<file path="src/verilog/commutation_defines.svh">
// constants of the commutation pwm block
`ifndef COMMUTATION_DEFINES_SVH
`define COMMUTATION_DEFINES_SVH

// ---------------------------------------------------------------
// mode field encoding
// ---------------------------------------------------------------
`define MODE_IDLE 2'h0
`define MODE_RIGHT 2'h1
`define MODE_LEFT 2'h2
`define MODE_SLOW 2'h3

// ---------------------------------------------------------------
// phase kinds
// ---------------------------------------------------------------
`define PH_BLOCK 2'h0
`define PH_FOUR 2'h1
`define PH_FIVE 2'h2
`define PH_SIX 2'h3

// ---------------------------------------------------------------
// output pattern bit positions: cc0..cc2 then cout0..cout2
// ---------------------------------------------------------------
`define POS_CC0 0
`define POS_CC1 1
`define POS_CC2 2
`define POS_CO0 3
`define POS_CO1 4
`define POS_CO2 5

// ---------------------------------------------------------------
// reset values
// ---------------------------------------------------------------
`define RST_STATE 3'h0
`define RST_PAT 6'h00
`define RST_POS 3'h0

`endif

</file>
<file path="src/verilog/commutation_pkg.sv">
// types of the commutation pwm block
package commutation_pkg;
	typedef logic [5:0] pattern_t;
	typedef logic [2:0] phase_state_t;
	typedef enum logic [3:0] {
		ST_RUN = 4'h1,
		ST_IDLE = 4'h2,
		ST_HOLD = 4'h4,
		ST_SPARE = 4'h8
	} ctl_state_e;
endpackage : commutation_pkg

</file>
<file path="src/verilog/pattern_if.sv">
// active pattern carried from the sequencer to the output stage
`timescale 1ns/100ps
`default_nettype none
interface pattern_if;
	import commutation_pkg::*;
	pattern_t active;
	modport src (output active);
	modport dst (input active);
endinterface : pattern_if
`default_nettype wire

</file>
<file path="src/verilog/phase_output_stage.sv">
// output stage: inactive levels and modulation of active phases
`timescale 1ns/100ps
`default_nettype none
`include "commutation_defines.svh"
module phase_output_stage
	import commutation_pkg::*;
(
	// clock and reset
	input wire logic clk_sys,
	input wire logic reset_n,
	// pattern in
	pattern_if.dst pat,
	// configuration
	input wire logic [5:0] inactive_level_reg,
	input wire logic [5:0] burst_modulation_select,
	input wire logic [5:0] timer_one_mod_enable,
	input wire logic compare_timer_one,
	input wire logic compare_timer_two,
	// pins
	output logic [5:0] pins_q
);

	function automatic logic drive(input logic act, input logic lvl, input logic m1,
		input logic m2, input logic t1, input logic t2);
		logic a;
		a = 1'b1;
		if (m1)
			a = t1;
		if (m2)
			a = a & t2;
		drive = act ? (a ? ~lvl : lvl) : lvl;
	endfunction : drive

	// ---------------------------------------------------------------
	// registered pins
	// ---------------------------------------------------------------
	always_ff @(posedge clk_sys or negedge reset_n) begin
		if (!reset_n) begin
			pins_q <= `RST_PAT;
		end else begin
			for (int i = 0; i < 6; i++) begin
				pins_q[i] <= drive(pat.active[i], inactive_level_reg[i],
					timer_one_mod_enable[i], burst_modulation_select[i],
					compare_timer_one, compare_timer_two);
			end
		end
	end

	a_inactive_level: assert property (@(posedge clk_sys) disable iff (!reset_n)
		!pat.active[0] |=> pins_q[0] == $past(inactive_level_reg[0]))
		else $error("inactive phase not at inactive level");
	a_static_active: assert property (@(posedge clk_sys) disable iff (!reset_n)
		pat.active[3] && !timer_one_mod_enable[3] && !burst_modulation_select[3]
		|=> pins_q[3] == !$past(inactive_level_reg[3]))
		else $error("static active phase wrong");

endmodule : phase_output_stage
`default_nettype wire

</file>
<file path="src/verilog/position_sampler.sv">
// samples the rotor position pins and reports transitions
`timescale 1ns/100ps
`default_nettype none
`include "commutation_defines.svh"
module position_sampler (
	// clock and reset
	input wire logic clk_sys,
	input wire logic reset_n,
	// pins
	input wire logic [2:0] rotor_position_inputs,
	// results
	output logic [2:0] pos_q,
	output logic [2:0] prev_q,
	output logic changed_q
);

	logic primed_q;

	// ---------------------------------------------------------------
	// one sample per cycle
	// ---------------------------------------------------------------
	always_ff @(posedge clk_sys or negedge reset_n) begin
		if (!reset_n) begin
			pos_q <= `RST_POS;
			prev_q <= `RST_POS;
			changed_q <= 1'b0;
			primed_q <= 1'b0;
		end else begin
			pos_q <= rotor_position_inputs;
			// first sample after reset is no edge: no false capture or interrupt
			prev_q <= primed_q ? pos_q : rotor_position_inputs;
			changed_q <= primed_q && (rotor_position_inputs != pos_q);
			primed_q <= 1'b1;
		end
	end

	a_change_seen: assert property (@(posedge clk_sys) disable iff (!reset_n)
		$past(primed_q) && pos_q != $past(pos_q) |-> changed_q)
		else $error("position change missed");

endmodule : position_sampler
`default_nettype wire

</file>
<file path="src/verilog/multi_channel_commutation_pwm.sv">
// block commutation and multi-phase pwm sequencer, top level
// Operation
// - sample position pins every clock
// - position change updates all six outputs
// - rotate left block commutation table
// - rotate right block commutation table
// - slow down and idle fixed patterns
// - all-low or all-high position in rotate left or right mode sets error, idle
// - error with enable raises emergency request
// - wrong follower with check enabled forces idle
// - idle entry sets error; software clears
// - block mode forces channel zero capture
// - any position edge in block mode gives capture pulse
// - edge-configured interrupts still raised
// - four-phase output pattern table
// - four-phase follower table
// - five-phase output pattern table
// - five-phase follower table
// - six-phase output pattern table
// - six-phase follower table
// - inactive phase drives inactive level bit
// - active phase static or timer modulated
// - multi-phase step on timer one zero
// - mode field encoding idle right left slow
`timescale 1ns/100ps
`default_nettype none
`include "commutation_defines.svh"
module multi_channel_commutation_pwm
	import commutation_pkg::*;
(
	// clock and reset
	input wire logic clk_sys,
	input wire logic reset_n,
	// position sensors
	input wire logic [2:0] rotor_position_inputs,
	// control
	input wire logic commutation_mode_hi,
	input wire logic commutation_mode_lo,
	input wire logic [1:0] phase_kind,
	input wire logic follower_check_enable,
	input wire logic error_clear,
	input wire logic emergency_enable,
	input wire logic [2:0] ext_int_rise_enable,
	input wire logic [2:0] ext_int_fall_enable,
	// modulation
	input wire logic [5:0] inactive_level_reg,
	input wire logic [5:0] burst_modulation_select,
	input wire logic [5:0] timer_one_mod_enable,
	input wire logic compare_timer_one,
	input wire logic compare_timer_two,
	input wire logic timer_one_zero,
	// outputs
	output logic [2:0] capcom_outputs,
	output logic [2:0] complementary_compare_outputs,
	output logic commutation_error_flag,
	output logic emergency_irq_q,
	output logic capture_mode_q,
	output logic capture_pulse_q,
	output logic [2:0] ext_int_req_q,
	output logic [2:0] phase_state_q
);

	logic [2:0] pos;
	logic [2:0] prev;
	logic changed;
	logic [1:0] mode;
	logic block_mode;
	logic err_q;
	phase_state_t state_q;
	phase_state_t state_d;
	pattern_t pat_q;
	pattern_t pat_d;
	ctl_state_e ctl_q;
	logic [5:0] pins;
	logic illegal;
	logic wrong_follow;
	logic [2:0] last_legal_q;
	logic go_idle;

	pattern_if pif ();
	assign mode = {commutation_mode_hi, commutation_mode_lo};
	assign block_mode = (phase_kind == `PH_BLOCK);

	// ---------------------------------------------------------------
	// lookup functions
	// ---------------------------------------------------------------
	function automatic pattern_t bit2(input int a, input int b);
		pattern_t p;
		p = '0;
		p[a] = 1'b1;
		p[b] = 1'b1;
		bit2 = p;
	endfunction : bit2

	// position given as {in0,in1,in2}
	function automatic pattern_t block_pat(input logic [1:0] m, input logic [2:0] p);
		case (m)
			`MODE_LEFT: begin
				case (p)
					3'h5: block_pat = bit2(`POS_CC2, `POS_CO0);
					3'h4: block_pat = bit2(`POS_CC1, `POS_CO0);
					3'h6: block_pat = bit2(`POS_CC1, `POS_CO2);
					3'h2: block_pat = bit2(`POS_CC0, `POS_CO2);
					3'h3: block_pat = bit2(`POS_CC0, `POS_CO1);
					3'h1: block_pat = bit2(`POS_CC2, `POS_CO1);
					default: block_pat = '0;
				endcase
			end
			`MODE_RIGHT: begin
				case (p)
					3'h6: block_pat = bit2(`POS_CC0, `POS_CO1);
					3'h4: block_pat = bit2(`POS_CC0, `POS_CO2);
					3'h5: block_pat = bit2(`POS_CC1, `POS_CO2);
					3'h1: block_pat = bit2(`POS_CC1, `POS_CO0);
					3'h3: block_pat = bit2(`POS_CC2, `POS_CO0);
					3'h2: block_pat = bit2(`POS_CC2, `POS_CO1);
					default: block_pat = '0;
				endcase
			end
			`MODE_SLOW: block_pat = 6'h38;
			default: block_pat = '0;
		endcase
	endfunction : block_pat

	// legal next position in a rotate sequence
	function automatic logic [2:0] block_next(input logic [1:0] m, input logic [2:0] p);
		case (p)
			3'h5: block_next = (m == `MODE_LEFT) ? 3'h4 : 3'h1;
			3'h4: block_next = (m == `MODE_LEFT) ? 3'h6 : 3'h5;
			3'h6: block_next = (m == `MODE_LEFT) ? 3'h2 : 3'h4;
			3'h2: block_next = (m == `MODE_LEFT) ? 3'h3 : 3'h6;
			3'h3: block_next = (m == `MODE_LEFT) ? 3'h1 : 3'h2;
			3'h1: block_next = (m == `MODE_LEFT) ? 3'h5 : 3'h3;
			default: block_next = 3'h0;
		endcase
	endfunction : block_next

	function automatic pattern_t phase_pat(input logic [1:0] k, input phase_state_t s);
		case (k)
			`PH_FOUR: begin
				case (s)
					3'h1: phase_pat = bit2(`POS_CC0, `POS_CO2);
					3'h2: phase_pat = bit2(`POS_CC0, `POS_CO1);
					3'h3: phase_pat = bit2(`POS_CO1, `POS_CC2);
					3'h4: phase_pat = bit2(`POS_CC2, `POS_CO2);
					3'h5: phase_pat = bit2(`POS_CO1, `POS_CO2);
					default: phase_pat = '0;
				endcase
			end
			`PH_FIVE: begin
				case (s)
					3'h1: phase_pat = bit2(`POS_CC0, `POS_CO2);
					3'h2: phase_pat = bit2(`POS_CC0, `POS_CO1);
					3'h3: phase_pat = bit2(`POS_CO1, `POS_CC2);
					3'h4: phase_pat = bit2(`POS_CC2, `POS_CO0);
					3'h5: phase_pat = bit2(`POS_CO0, `POS_CO2);
					3'h6: phase_pat = 6'h38;
					default: phase_pat = '0;
				endcase
			end
			`PH_SIX: begin
				case (s)
					3'h1: phase_pat = bit2(`POS_CC0, `POS_CO1);
					3'h2: phase_pat = bit2(`POS_CO1, `POS_CC2);
					3'h3: phase_pat = bit2(`POS_CC2, `POS_CO0);
					3'h4: phase_pat = bit2(`POS_CO0, `POS_CC1);
					3'h5: phase_pat = bit2(`POS_CC1, `POS_CO2);
					3'h6: phase_pat = bit2(`POS_CC0, `POS_CO2);
					3'h7: phase_pat = 6'h38;
					default: phase_pat = '0;
				endcase
			end
			default: phase_pat = '0;
		endcase
	endfunction : phase_pat

	// follower tables; last is the slow-down state of the kind
	function automatic phase_state_t follower(input logic [1:0] k, input logic [1:0] m,
		input phase_state_t s);
		phase_state_t last;
		last = (k == `PH_FOUR) ? 3'h5 : (k == `PH_FIVE) ? 3'h6 : 3'h7;
		case (m)
			`MODE_IDLE: follower = 3'h0;
			`MODE_SLOW: follower = last;
			`MODE_LEFT: follower = (s == 3'h0 || s >= last - 3'h1) ? 3'h1 : s + 3'h1;
			`MODE_RIGHT: begin
				// state 1 falls back to 4 in four-phase, to 5 in five and six
				if (s == 3'h0 || s == last)
					follower = 3'h2;
				else
					follower = (s == 3'h1) ? ((k == `PH_FOUR) ? 3'h4 : 3'h5) : s - 3'h1;
			end
			default: follower = 3'h0;
		endcase
	endfunction : follower

	// ---------------------------------------------------------------
	// position sampling
	// ---------------------------------------------------------------
	position_sampler u_sampler (
		.clk_sys(clk_sys),
		.reset_n(reset_n),
		.rotor_position_inputs(rotor_position_inputs),
		.pos_q(pos),
		.prev_q(prev),
		.changed_q(changed)
	);

	// ---------------------------------------------------------------
	// fault detection
	// ---------------------------------------------------------------
	assign illegal = block_mode && (mode == `MODE_LEFT || mode == `MODE_RIGHT) &&
		(pos == 3'h0 || pos == 3'h7);
	assign wrong_follow = block_mode && follower_check_enable && changed &&
		(mode == `MODE_LEFT || mode == `MODE_RIGHT) && last_legal_q != 3'h0 &&
		pos != block_next(mode, last_legal_q);
	assign go_idle = (ctl_q == ST_RUN) && (illegal || wrong_follow);

	always_ff @(posedge clk_sys or negedge reset_n) begin
		if (!reset_n) begin
			last_legal_q <= 3'h0;
		end else if (!block_mode || ctl_q != ST_RUN) begin
			last_legal_q <= 3'h0;
		end else if (changed && !illegal && !wrong_follow) begin
			last_legal_q <= pos;
		end
	end

	// ---------------------------------------------------------------
	// control state and error flag
	// ---------------------------------------------------------------
	always_ff @(posedge clk_sys or negedge reset_n) begin
		if (!reset_n) begin
			ctl_q <= ST_RUN;
		end else begin
			case (ctl_q)
				ST_RUN: if (go_idle) ctl_q <= ST_IDLE;
				ST_IDLE: if (error_clear && !err_q) ctl_q <= ST_RUN;
				default: ctl_q <= ST_IDLE;
			endcase
		end
	end

	// set wins over software clear
	always_ff @(posedge clk_sys or negedge reset_n) begin
		if (!reset_n) begin
			err_q <= 1'b0;
		end else if (go_idle) begin
			err_q <= 1'b1;
		end else if (error_clear) begin
			err_q <= 1'b0;
		end
	end

	always_ff @(posedge clk_sys or negedge reset_n) begin
		if (!reset_n) begin
			emergency_irq_q <= 1'b0;
		end else begin
			emergency_irq_q <= (err_q || go_idle) && emergency_enable;
		end
	end

	// ---------------------------------------------------------------
	// capture channel zero and edge interrupts
	// ---------------------------------------------------------------
	always_ff @(posedge clk_sys or negedge reset_n) begin
		if (!reset_n) begin
			capture_mode_q <= 1'b0;
			capture_pulse_q <= 1'b0;
			ext_int_req_q <= 3'h0;
		end else begin
			capture_mode_q <= block_mode;
			capture_pulse_q <= block_mode && changed;
			ext_int_req_q <= (ext_int_rise_enable & pos & ~prev) |
				(ext_int_fall_enable & ~pos & prev);
		end
	end

	// ---------------------------------------------------------------
	// sequencer
	// ---------------------------------------------------------------
	always_comb begin
		state_d = state_q;
		pat_d = pat_q;
		if (ctl_q != ST_RUN || go_idle) begin
			state_d = `RST_STATE;
			pat_d = `RST_PAT;
		end else if (block_mode) begin
			pat_d = block_pat(mode, pos);
		end else begin
			if (timer_one_zero)
				state_d = follower(phase_kind, mode, state_q);
			pat_d = phase_pat(phase_kind, state_d);
		end
	end

	always_ff @(posedge clk_sys or negedge reset_n) begin
		if (!reset_n) begin
			state_q <= `RST_STATE;
			pat_q <= `RST_PAT;
		end else begin
			state_q <= state_d;
			pat_q <= pat_d;
		end
	end

	assign pif.active = pat_q;
	phase_output_stage u_out (
		.clk_sys(clk_sys),
		.reset_n(reset_n),
		.pat(pif.dst),
		.inactive_level_reg(inactive_level_reg),
		.burst_modulation_select(burst_modulation_select),
		.timer_one_mod_enable(timer_one_mod_enable),
		.compare_timer_one(compare_timer_one),
		.compare_timer_two(compare_timer_two),
		.pins_q(pins)
	);

	assign capcom_outputs = pins[2:0];
	assign complementary_compare_outputs = pins[5:3];
	assign commutation_error_flag = err_q;
	assign phase_state_q = state_q;

	// ---------------------------------------------------------------
	// checks
	// ---------------------------------------------------------------
	a_illegal_sets_err: assert property (@(posedge clk_sys) disable iff (!reset_n)
		illegal && ctl_q == ST_RUN |=> err_q && ctl_q == ST_IDLE)
		else $error("illegal position not trapped");
	a_idle_holds: assert property (@(posedge clk_sys) disable iff (!reset_n)
		ctl_q == ST_IDLE && err_q |=> ctl_q == ST_IDLE)
		else $error("idle left with error set");
	a_idle_zero_pat: assert property (@(posedge clk_sys) disable iff (!reset_n)
		ctl_q == ST_IDLE |=> pat_q == 6'h00)
		else $error("idle pattern not inactive");
	a_slow_pattern: assert property (@(posedge clk_sys) disable iff (!reset_n)
		ctl_q == ST_RUN && !go_idle && block_mode && mode == `MODE_SLOW
		|=> pat_q == 6'h38)
		else $error("slow down pattern wrong");
	a_left_101: assert property (@(posedge clk_sys) disable iff (!reset_n)
		ctl_q == ST_RUN && !go_idle && block_mode && mode == `MODE_LEFT && pos == 3'h5
		|=> pat_q == 6'h0c)
		else $error("rotate left 101 wrong");
	a_right_110: assert property (@(posedge clk_sys) disable iff (!reset_n)
		ctl_q == ST_RUN && !go_idle && block_mode && mode == `MODE_RIGHT && pos == 3'h6
		|=> pat_q == 6'h11)
		else $error("rotate right 110 wrong");
	a_capture_edge: assert property (@(posedge clk_sys) disable iff (!reset_n)
		block_mode && changed |=> capture_pulse_q)
		else $error("capture pulse missing");
	a_irq_follows: assert property (@(posedge clk_sys) disable iff (!reset_n)
		err_q && emergency_enable |=> emergency_irq_q)
		else $error("emergency request missing");
	a_four_right: assert property (@(posedge clk_sys) disable iff (!reset_n)
		ctl_q == ST_RUN && !go_idle && phase_kind == `PH_FOUR && mode == `MODE_RIGHT
		&& timer_one_zero && state_q == 3'h1 |=> state_q == 3'h4)
		else $error("four phase follower wrong");
	a_six_left: assert property (@(posedge clk_sys) disable iff (!reset_n)
		ctl_q == ST_RUN && !go_idle && phase_kind == `PH_SIX && mode == `MODE_LEFT
		&& timer_one_zero && state_q == 3'h6 |=> state_q == 3'h1)
		else $error("six phase follower wrong");
	a_hold_no_zero: assert property (@(posedge clk_sys) disable iff (!reset_n)
		ctl_q == ST_RUN && !go_idle && !block_mode && !timer_one_zero
		|=> $stable(state_q))
		else $error("state moved without timer zero");

endmodule : multi_channel_commutation_pwm
`default_nettype wire

</file>
<file path="config.mk">
export PLATFORM = sky130hd
export DESIGN_NAME = multi_channel_commutation_pwm
export DESIGN_NICKNAME = d
export VERILOG_FILES = /design/src/verilog/commutation_pkg.sv /design/src/verilog/pattern_if.sv /design/src/verilog/phase_output_stage.sv /design/src/verilog/position_sampler.sv /design/src/verilog/multi_channel_commutation_pwm.sv
export VERILOG_INCLUDE_DIRS = /design/src /design/src/verilog
export SDC_FILE = /design/constraint.sdc
export NUM_CORES = 1
export LEC_CHECK = 0
export ABC_AREA = 0
export BUFFER_PORTS_ARGS = -buffer_cell sky130_fd_sc_hd__buf_2
export CAP_MARGIN = 20
export CORE_ASPECT_RATIO = 1.75
export CORE_MARGIN = 2
export CORE_UTILIZATION = 30
export CTS_CLUSTER_SIZE = 30
export DETAILED_ROUTE_END_ITERATION = 12
export PLACE_DENSITY_LB_ADDON = 0.15
export RECOVER_POWER = 100
export SKIP_CTS_REPAIR_TIMING = 1
export SYNTH_ARGS = -nofsm -noshare
export SYNTH_HDL_FRONTEND = slang
export SYNTH_SLANG_ARGS = --single-unit
</file>
<file path="constraint.sdc">
create_clock -name clk_sys -period 2.2 [get_ports clk_sys]
set_input_delay 0.66 -clock clk_sys [delete_from_list [all_inputs] [get_ports clk_sys]]
set_output_delay 0.66 -clock clk_sys [all_outputs]
set_load 0.01 [all_outputs]
</file>
* Word level (Yosys, flattened, before mapping) *
Index checks and enable logic that the tools add are counted.

operators by class
  reduce and logical (&&, ||, !) cells = 34
  order comparisons = 1
  bitwise gates (word level) = 19
  add/subtract/negate cells = 3
  equal/unequal tests = 36
  muxes and demuxes = 60

operators by type and width
  kind                  number
  $pmux W6 S6           3
  $mux W3               15
  $pmux W6 S7           1
  $pmux W6 S3           2
  $eq A3 B3 Y1 const B  11
  $pmux W6 S5           1
  $mux W1               28
  $eq A3 B2 Y1 const B  6
  $pmux W3 S6           1
  $logic_and A1 B1 Y1   14
  $and A3 B3 Y3         4
  $eq A3 B1 Y1 const B  4
  $mux W6               2
  $pmux W3 S4           1
  $eq A2 B2 Y1 const B  4
  $logic_or A1 B1 Y1    8
  $mux W4               2
  $pmux W4 S2           1
  $and A1 B1 Y1         6
  $logic_not A3 Y1      2
  $mux W2               3
  $ne A3 B3 Y1          2
  $not A1 Y1            6
  $not A3 Y3            2
  16 further kinds      24

storage, ports and cells
  bits in registers = 37

* Depth between registers and ports, before layout *
Gate-level depths: netlist of run 1.

  word-level depth = 16
  mapped depth = 13

* Cells and area by module *
A second synthesis of run 1 with hierarchy kept.

unflattened totals
  cell total of the unflattened synthesis = 235
  area total of the unflattened synthesis = 2237.1 um^2

by module, submodules not included
  module                         instances  area an instance (um^2)  cells each
  multi_channel_commutation_pwm  1          1664.1                   189
  phase_output_stage             1          300.3                    30
  position_sampler               1          272.8                    16

* Worst setup path after synthesis of run 1 *
No wires, ideal clock.

  path kind = input port to flip-flop
  start point = input port phase_kind[1]
  end point = register pat_q[5]
  buffers on the path = 1
  arrival = 2.923 ns
  required time = 2.069 ns
  cell stages on the path = 12
  setup slack = -0.854 ns
  library setup time = 0.131 ns
  path through = inv_1 -> ha_1 -> buf_2 -> and2_1 -> ha_1 -> a211o_1 -> a31oi_2 -> a31oi_2 -> a221o_1 -> a211o_1 -> a21oi_2 -> a221oi_2

between the ends
  cells in the longest elaborated chain, start to end = 16
  elaborated cells on any way between the ends = 42
  those cells by class = add/sub: 1; order compare: 1; eq/ne: 11; mux: 16; reduce/logical: 13

ends and longest elaborated chain
  element                                     RTL line                              source
  start: declaration                          multi_channel_commutation_pwm.sv:39   input wire logic [1:0] phase_kind,
  $eq A2 B2 Y1                                multi_channel_commutation_pwm.sv:139  case (k)
  $mux W1                                     multi_channel_commutation_pwm.sv:181  last = (k == `PH_FOUR) ? 3'h5 : (k == `PH_FIVE) ? 3'h6 : 3'h7;
  $mux W2                                     multi_channel_commutation_pwm.sv:181
  $sub A3 B1 Y3                               multi_channel_commutation_pwm.sv:185  `MODE_LEFT: follower = (s == 3'h0 || s >= last - 3'h1) ? 3'h1 : s + 3'h1;
  $ge A3 B3 Y1                                multi_channel_commutation_pwm.sv:185
  $logic_or A1 B1 Y1                          multi_channel_commutation_pwm.sv:185
  $mux W3                                     multi_channel_commutation_pwm.sv:185
  $pmux W3 S4                                 multi_channel_commutation_pwm.sv:182  case (m)
  $mux W3                                     multi_channel_commutation_pwm.sv:291  if (timer_one_zero)
  $mux W3                                     multi_channel_commutation_pwm.sv:288  end else if (block_mode) begin
  $mux W3                                     multi_channel_commutation_pwm.sv:285  if (ctl_q != ST_RUN || go_idle) begin
  $eq A3 B3 Y1, or another cell as far along  multi_channel_commutation_pwm.sv:162  case (s)
  $pmux W6 S7, or another cell as far along   multi_channel_commutation_pwm.sv:162
  $pmux W6 S3                                 multi_channel_commutation_pwm.sv:139
  $mux W6                                     multi_channel_commutation_pwm.sv:288
  $mux W6 (*)                                 multi_channel_commutation_pwm.sv:285
  via pat_d[5]                                multi_channel_commutation_pwm.sv:72   pattern_t pat_d;
  end signal: assignment                      multi_channel_commutation_pwm.sv:300  pat_q <= `RST_PAT;
  end signal: assignment                      multi_channel_commutation_pwm.sv:303  pat_q <= pat_d;
  end: declaration                            multi_channel_commutation_pwm.sv:71   pattern_t pat_q;

Mark *: on every way through the listed nets, which the timed path passes. The rest lies on a longest branch. The select of a mux whose other input is x is not followed.
A chain may end at the register's enable or synchronous reset.

* Final worst setup path of run 1 *
Same ends and word-level chain as after synthesis.

==> results.toml, run 1 <==
[run_status]
status = "finished, violations left"
violations = "setup timing"

[timing]
min_period_ps = 2670
finClkSkew_ps = 2.79
fin_crit_sh_pct = 122
rsz0062_at_grt = "true"
setup_viol = 9
fin_tns_setup_ps = -2660
layout_setup_ws_ps = -474
relSlewSlack_pct = 40.6
hold_viol_final = 0
maxSlewViolCount = 0
worstMarginPinSlew_ps = 891
fmax_ghz = 0.374

[clocking]
cts_buffers = 5
cts_sinks = 35
clock_latency_ps = 280
clkTransAtPathRegs_ps = 50
clk_path_buf_depth = 2
cts_tree = "done"
clockRootBuffer = "clkbuf_16"
ctsHtreeMaxLevel = 2

[grt]
grt_overflow = 0
grt_max_degree = 36
antenna_found_initial = 0
grt_pass1_wl_um = 10100
grt_pass1_vias = 2164
gr-usage-all-layers_pct = 15.2

[final_layout]
finalNetCount = 414
fin_cells = 448
final_layout_size_suffix_gt1_share_pct = 38.9
n_fill_cell = 784
area_growth_syn_to_layout_pct = 48.9
n_antenna_cell = 0

[logic_synthesis]
synth_area_leaders = "dfrtp_1 (37%), ha_1 (8.7%), inv_1 (4.1%)"
synth_commonest_cells = "dfrtp_1 (34), inv_1 (25), nand2_1 (24)"
synthCells = 252
synth_ff_type = "dfrtp_1"
yosysTopAreaCellShare_pct = 36.8
avgSynthCellArea_sq_um = 9.17
yosysSeqAreaShare_pct = 38.0
async_reset_ff_share_pct = 100
netlist_area_sq_mm = 0.00231
synth_cell_type_count = 54
ys_warn_count = 0
synth_most_common_cell = "dfrtp_1"
synth_top_cell_by_area = "dfrtp_1"
syn_nets = 307
ys_seq_elements = 35
synth_edf_count = 0

[power]
power.leakage_nw = 1.55
p_total_mw = 2.04
powerDensity_mw_per_mm2 = 593
ir_drop_mv = 0.313

[placed_design]
place_congestion = 0.847
dp_cells = 433
pre_cts_ws_ps = -849
portBuffers = 54
hpwl_um = 5000

[setup_path]
crit_required_ps = 2350
crit_arrival_ps = 2820
worstSetupPathType = "input port to flip-flop"
end_kind = "flip-flop"
crit_path_start_kind = "input port"
reg2reg_depth = 10
crit_fanout = 6

[floorplanning]
start_util_pct = 30.7
core_area_sq_mm = 0.00751
fp.dieW_um = 70.3
io_pins = 55
die-area_sq_mm = 0.00844
die_h_um = 120
rows = 42

[routing]
drc = 0
antenna_left = 0
via_per_inst = 4.92
drt_pass1_iterations = 4
finalWirelength_um = 6390
wl_per_cell_um = 14.3
via_count = 2206
drt_iter0_markers = 93

[min_path]
min_delay_path_depth = 1
hold_path_class = "flip-flop to flip-flop"

[job]
drv_cap = 0
layer usage:
layer | GRT usage, % | routed length, um | share of wire (%) | vias to the layer above
met1 | 14.9 | 2340 | 37 | 1033
met2 | 29.3 | 3550 | 56 | 53
met3 | 2.10 | 212 | 3.3 | 18
li1 | - | - | - | 1102
met4 | 8.41 | 290 | 4.5 | 0
met5 | 0 | 0 | 0 | -
state kept, by name, indices dropped and copies added (netlist names):
register	flops
capture_mode_q	1
capture_pulse_q	1
commutation_error_flag	1
ctl_q	2
emergency_irq_q	1
ext_int_req_q	3
last_legal_q	3
pat_q	6
phase_state_q	3
u_out.pins_q	6
u_sampler.changed_q	1
u_sampler.pos_q	3
u_sampler.prev_q	3
u_sampler.primed_q	1
cell usage in the layout, fill, tap and decap left out, types with 3 or more instances in the layout:
cell type / Yosys / layout
a21oi_2: 1 / 3
nand2b_1: 5 / 4
o22ai_1: 5 / 5
nor2_2: 0 / 3
buf_2: 3 / 35
mux2_2: 3 / 3
inv_1: 25 / 22
nand2_1: 24 / 24
ha_4: 0 / 5
nor2_1: 14 / 11
xor2_1: 4 / 4
nor3_1: 4 / 3
o221ai_1: 7 / 7
xnor2_1: 10 / 7
nand3_1: 10 / 9
buf_6: 1 / 3
nor2b_1: 5 / 4
dfrtp_1: 34 / 34
buf_4: 1 / 46
o21ai_0: 10 / 9
clkbuf_16: 0 / 5
a21oi_1: 13 / 11
clkbuf_1: 5 / 25
ha_1: 16 / 11
o21ai_1: 2 / 3
xnor2_2: 0 / 3
nand3b_1: 4 / 4
worst paths after layout:
check                      slack, ps             endpoint                start
setup reg to reg                -250             pat_q[5]     phase_state_q[0]
setup / recovery                -470             pat_q[5]        phase_kind[1]
hold reg to reg                  450     ext_int_req_q[0]  u_sampler.prev_q[0]
min in group asynchronous        580      u_out.pins_q[3]              reset_n
max in group asynchronous       1060  u_sampler.prev_q[1]              reset_n
hold / removal                   450     ext_int_req_q[0]  u_sampler.prev_q[0]
power by group:
| part | switching, mW | internal, mW |
|---|---|---|
| clock network | 0.250 | 0.421 |
| logic | 0.321 | 0.308 |
| registers | 0.0333 | 0.707 |
| total | 0.604 | 1.44 |
final cells by class:
type,count,area [sq um],area share [%]
clock buffers,8,136,3.97
flip-flops and latches,35,877,25.5
repair buffers,110,684,19.9
inverters,25,111,3.24
well taps,88,110,3.20
multi-input cells,182,1520,44.2
critical path, cell delays in order:
cell	delay [ps]
buf_12	100
inv_12	30
ha_4	140
and2_4	150
ha_4	210
a211o_1	320
a31oi_4	190
a31oi_4	120
a221o_2	420
a211o_1	300
a21oi_2	150
a221oi_2	50
cells by family after synthesis:
| group | after synthesis | share of synthesized area (%) |
|---|---|---|
| mux | 7 | 3.20 |
| flops | 35 | 38.0 |
| compound gates | 67 | 21.6 |
| simple gates | 77 | 16.7 |
| fa+ha+maj | 16 | 8.67 |
| buf+inv | 35 | 6.34 |
| other cells | 1 | 0.162 |
| xor+xnor | 14 | 5.31 |
metrics by stage:
stage                     util, %  area, sq um  hold slack, ps
after detailed placement     40.9         3070             441
after global placement       40.9         3070             431
final                        45.8         3440             447
after floorplan                 -         2380             364
after CTS                    42.7         3210             432
after global routing         45.8         3440             452
Power figures use the tool's default switching activity.
==> run 2, diff against run 1 <==
Settings changed: BUFFER_PORTS_ARGS -buffer_cell sky130_fd_sc_hd__buf_2 to not set, DONT_BUFFER_PORTS set to 1.
==> run 2 against run 1 <==
The run still ends with setup timing left. Register-to-register slack better by 80 ps. Critical path type unchanged. Non-clock buffer count is 74 lower. Sequential cell count stayed put. Final cell count is 17% lower. Largest power group unchanged. Setup slack better by 170 ps.
==> results.toml, run 2 (synthesis results as in run 1) <==
[timing]
maxSlewViolCount = 0
relSlewSlack_pct = 66.6
fmax_ghz = 0.399
hold_ws_ps = 70.0
fin_crit_sh_pct = 114
rsz0062_at_grt = "true"
min_period_ps = 2500
worstMarginPinSlew_ps = 495
hold_viol_final = 0
layout_setup_ws_ps = -303
setup_viol = 9
finClkSkew_ps = 5.00

[placed_design]
dpl_cell_area_sq_mm = 0.00271
portBuffers = 0
pre_cts_ws_ps = -669
place_congestion = 0.842
hpwl_um = 4810

[setup_path]
crit_path_start_kind = "input port"
crit_arrival_ps = 2700
crit_required_ps = 2390
crit_fanout = 7
end_kind = "flip-flop"
worstSetupPathType = "input port to flip-flop"

[run_status]
violations = "setup timing"
status = "finished, violations left"

[floorplanning]
fp.dieW_um = 70.3
start_util_pct = 30.7
io_pins = 55
rows = 42
die-area_sq_mm = 0.00844
die_h_um = 120
core_area_sq_mm = 0.00751

[grt]
grt_overflow = 0
grt_pass1_vias = 2003
grt_max_degree = 36
grt_pass1_wl_um = 9740
gr-usage-all-layers_pct = 14.9
antenna_found_initial = 0

[final_layout]
final_layout_size_suffix_gt1_share_pct = 25.9
reg.largest.list = "pat_q x6, u_out.pins_q x6"
area_growth_syn_to_layout_pct = 26.7
layout_common_cells = "dfrtp_1 (34), buf_4 (32), nand2_1 (24)"
n_antenna_cell = 0
finalNetCount = 340
final_common_cell = "dfrtp_1"
post-route-cell-area_sq_mm = 0.00293
n_fill_cell = 782

[routing]
antenna_left = 0
wl_per_cell_um = 16.3
drt_pass1_iterations = 6
drt_iter0_markers = 52
finalWirelength_um = 6090
drc = 0
via_per_inst = 5.22
via_count = 1952

[clocking]
clk_path_buf_depth = 2
clkTransAtPathRegs_ps = 60
cts_tree = "done"
clock_latency_ps = 280
cts_sinks = 35
ctsHtreeMaxLevel = 2
clockRootBuffer = "clkbuf_16"
cts_buffers = 5

[job]
drv_cap = 0

[min_path]
hold_path_class = "input port to async pin"

[power]
power.leakage_nw = 1.26
powerDensity_mw_per_mm2 = 654
ir_drop_mv = 0.267
p_total_mw = 1.92
## run 2: cell types whose count changed in the layout (fill, tap and decap cells not counted), moves of 2 or more
cell,before,now
a21oi_2,3,1
a21oi_1,11,13
ha_4,5,3
buf_2,35,0
buf_6,3,0
mux2i_4,2,0
buf_4,46,32
mux2i_1,1,3
clkbuf_1,25,4
xnor2_1,7,10
xnor2_2,3,0
## run 2: per-stage QoR
step | TNS [ps] | cells | utilization [%]
2_1_floorplan | -3950 | 252 | -
3_3_place_gp | -5900 | 365 | 36.1
3_5_place_dp | -6070 | 365 | 36.1
4_1_cts | -2450 | 373 | 38.0
5_1_grt | -2480 | 374 | 38.9
6_report | -1750 | 374 | 38.9
## run 2: worst paths after layout
| path | to | from | slack (ps) | cells past startpoint |
|---|---|---|---|---|
| setup / recovery | pat_q[4] | phase_kind[1] | -300 | 11 |
| hold / removal | u_out.pins_q[3] | reset_n | 70 | 0 |
| setup reg to reg | pat_q[4] | phase_state_q[0] | -170 | 10 |
| hold reg to reg | ext_int_req_q[1] | u_sampler.prev_q[1] | 450 | 1 |
| max in group asynchronous | ctl_q[0] | reset_n | 1950 | 0 |
| min in group clk_sys | u_sampler.pos_q[0] | rotor_position_inputs[0] | 410 | 0 |
## run 2: routing by layer
metal  GRT usage, %  wire, um  vias up
li1               -         -      951
met2           28.4      3500       39
met5              0         0        -
met4           7.69       159        0
met1           14.6      2220      950
met3           3.11       200       12
## run 2: worst max-delay path, cell delays in order
cell      delay [ps]
inv_12            20
ha_4             140
and2_4           150
ha_4             210
a211o_1          320
a31oi_4          200
a31oi_4          120
a221oi_4         440
xnor2_1          170
a21oi_1           80
a32oi_1          190
## run 2: power by group
group | internal [mW] | switching, mW
clock network | 0.417 | 0.265
registers | 0.708 | 0.0425
logic | 0.228 | 0.254
total | 1.35 | 0.562
## run 2: cell type report
cell class / instances / area [sq um] / share of cell area (%)
multi-input cells: 182 / 1420 / 48.4
flip-flops and latches: 35 / 877 / 30.0
repair buffers: 36 / 272 / 9.28
clock buffers: 6 / 129 / 4.40
well taps: 88 / 110 / 3.76
inverters: 25 / 109 / 3.72
clock inverters: 2 / 12.5 / 0.428
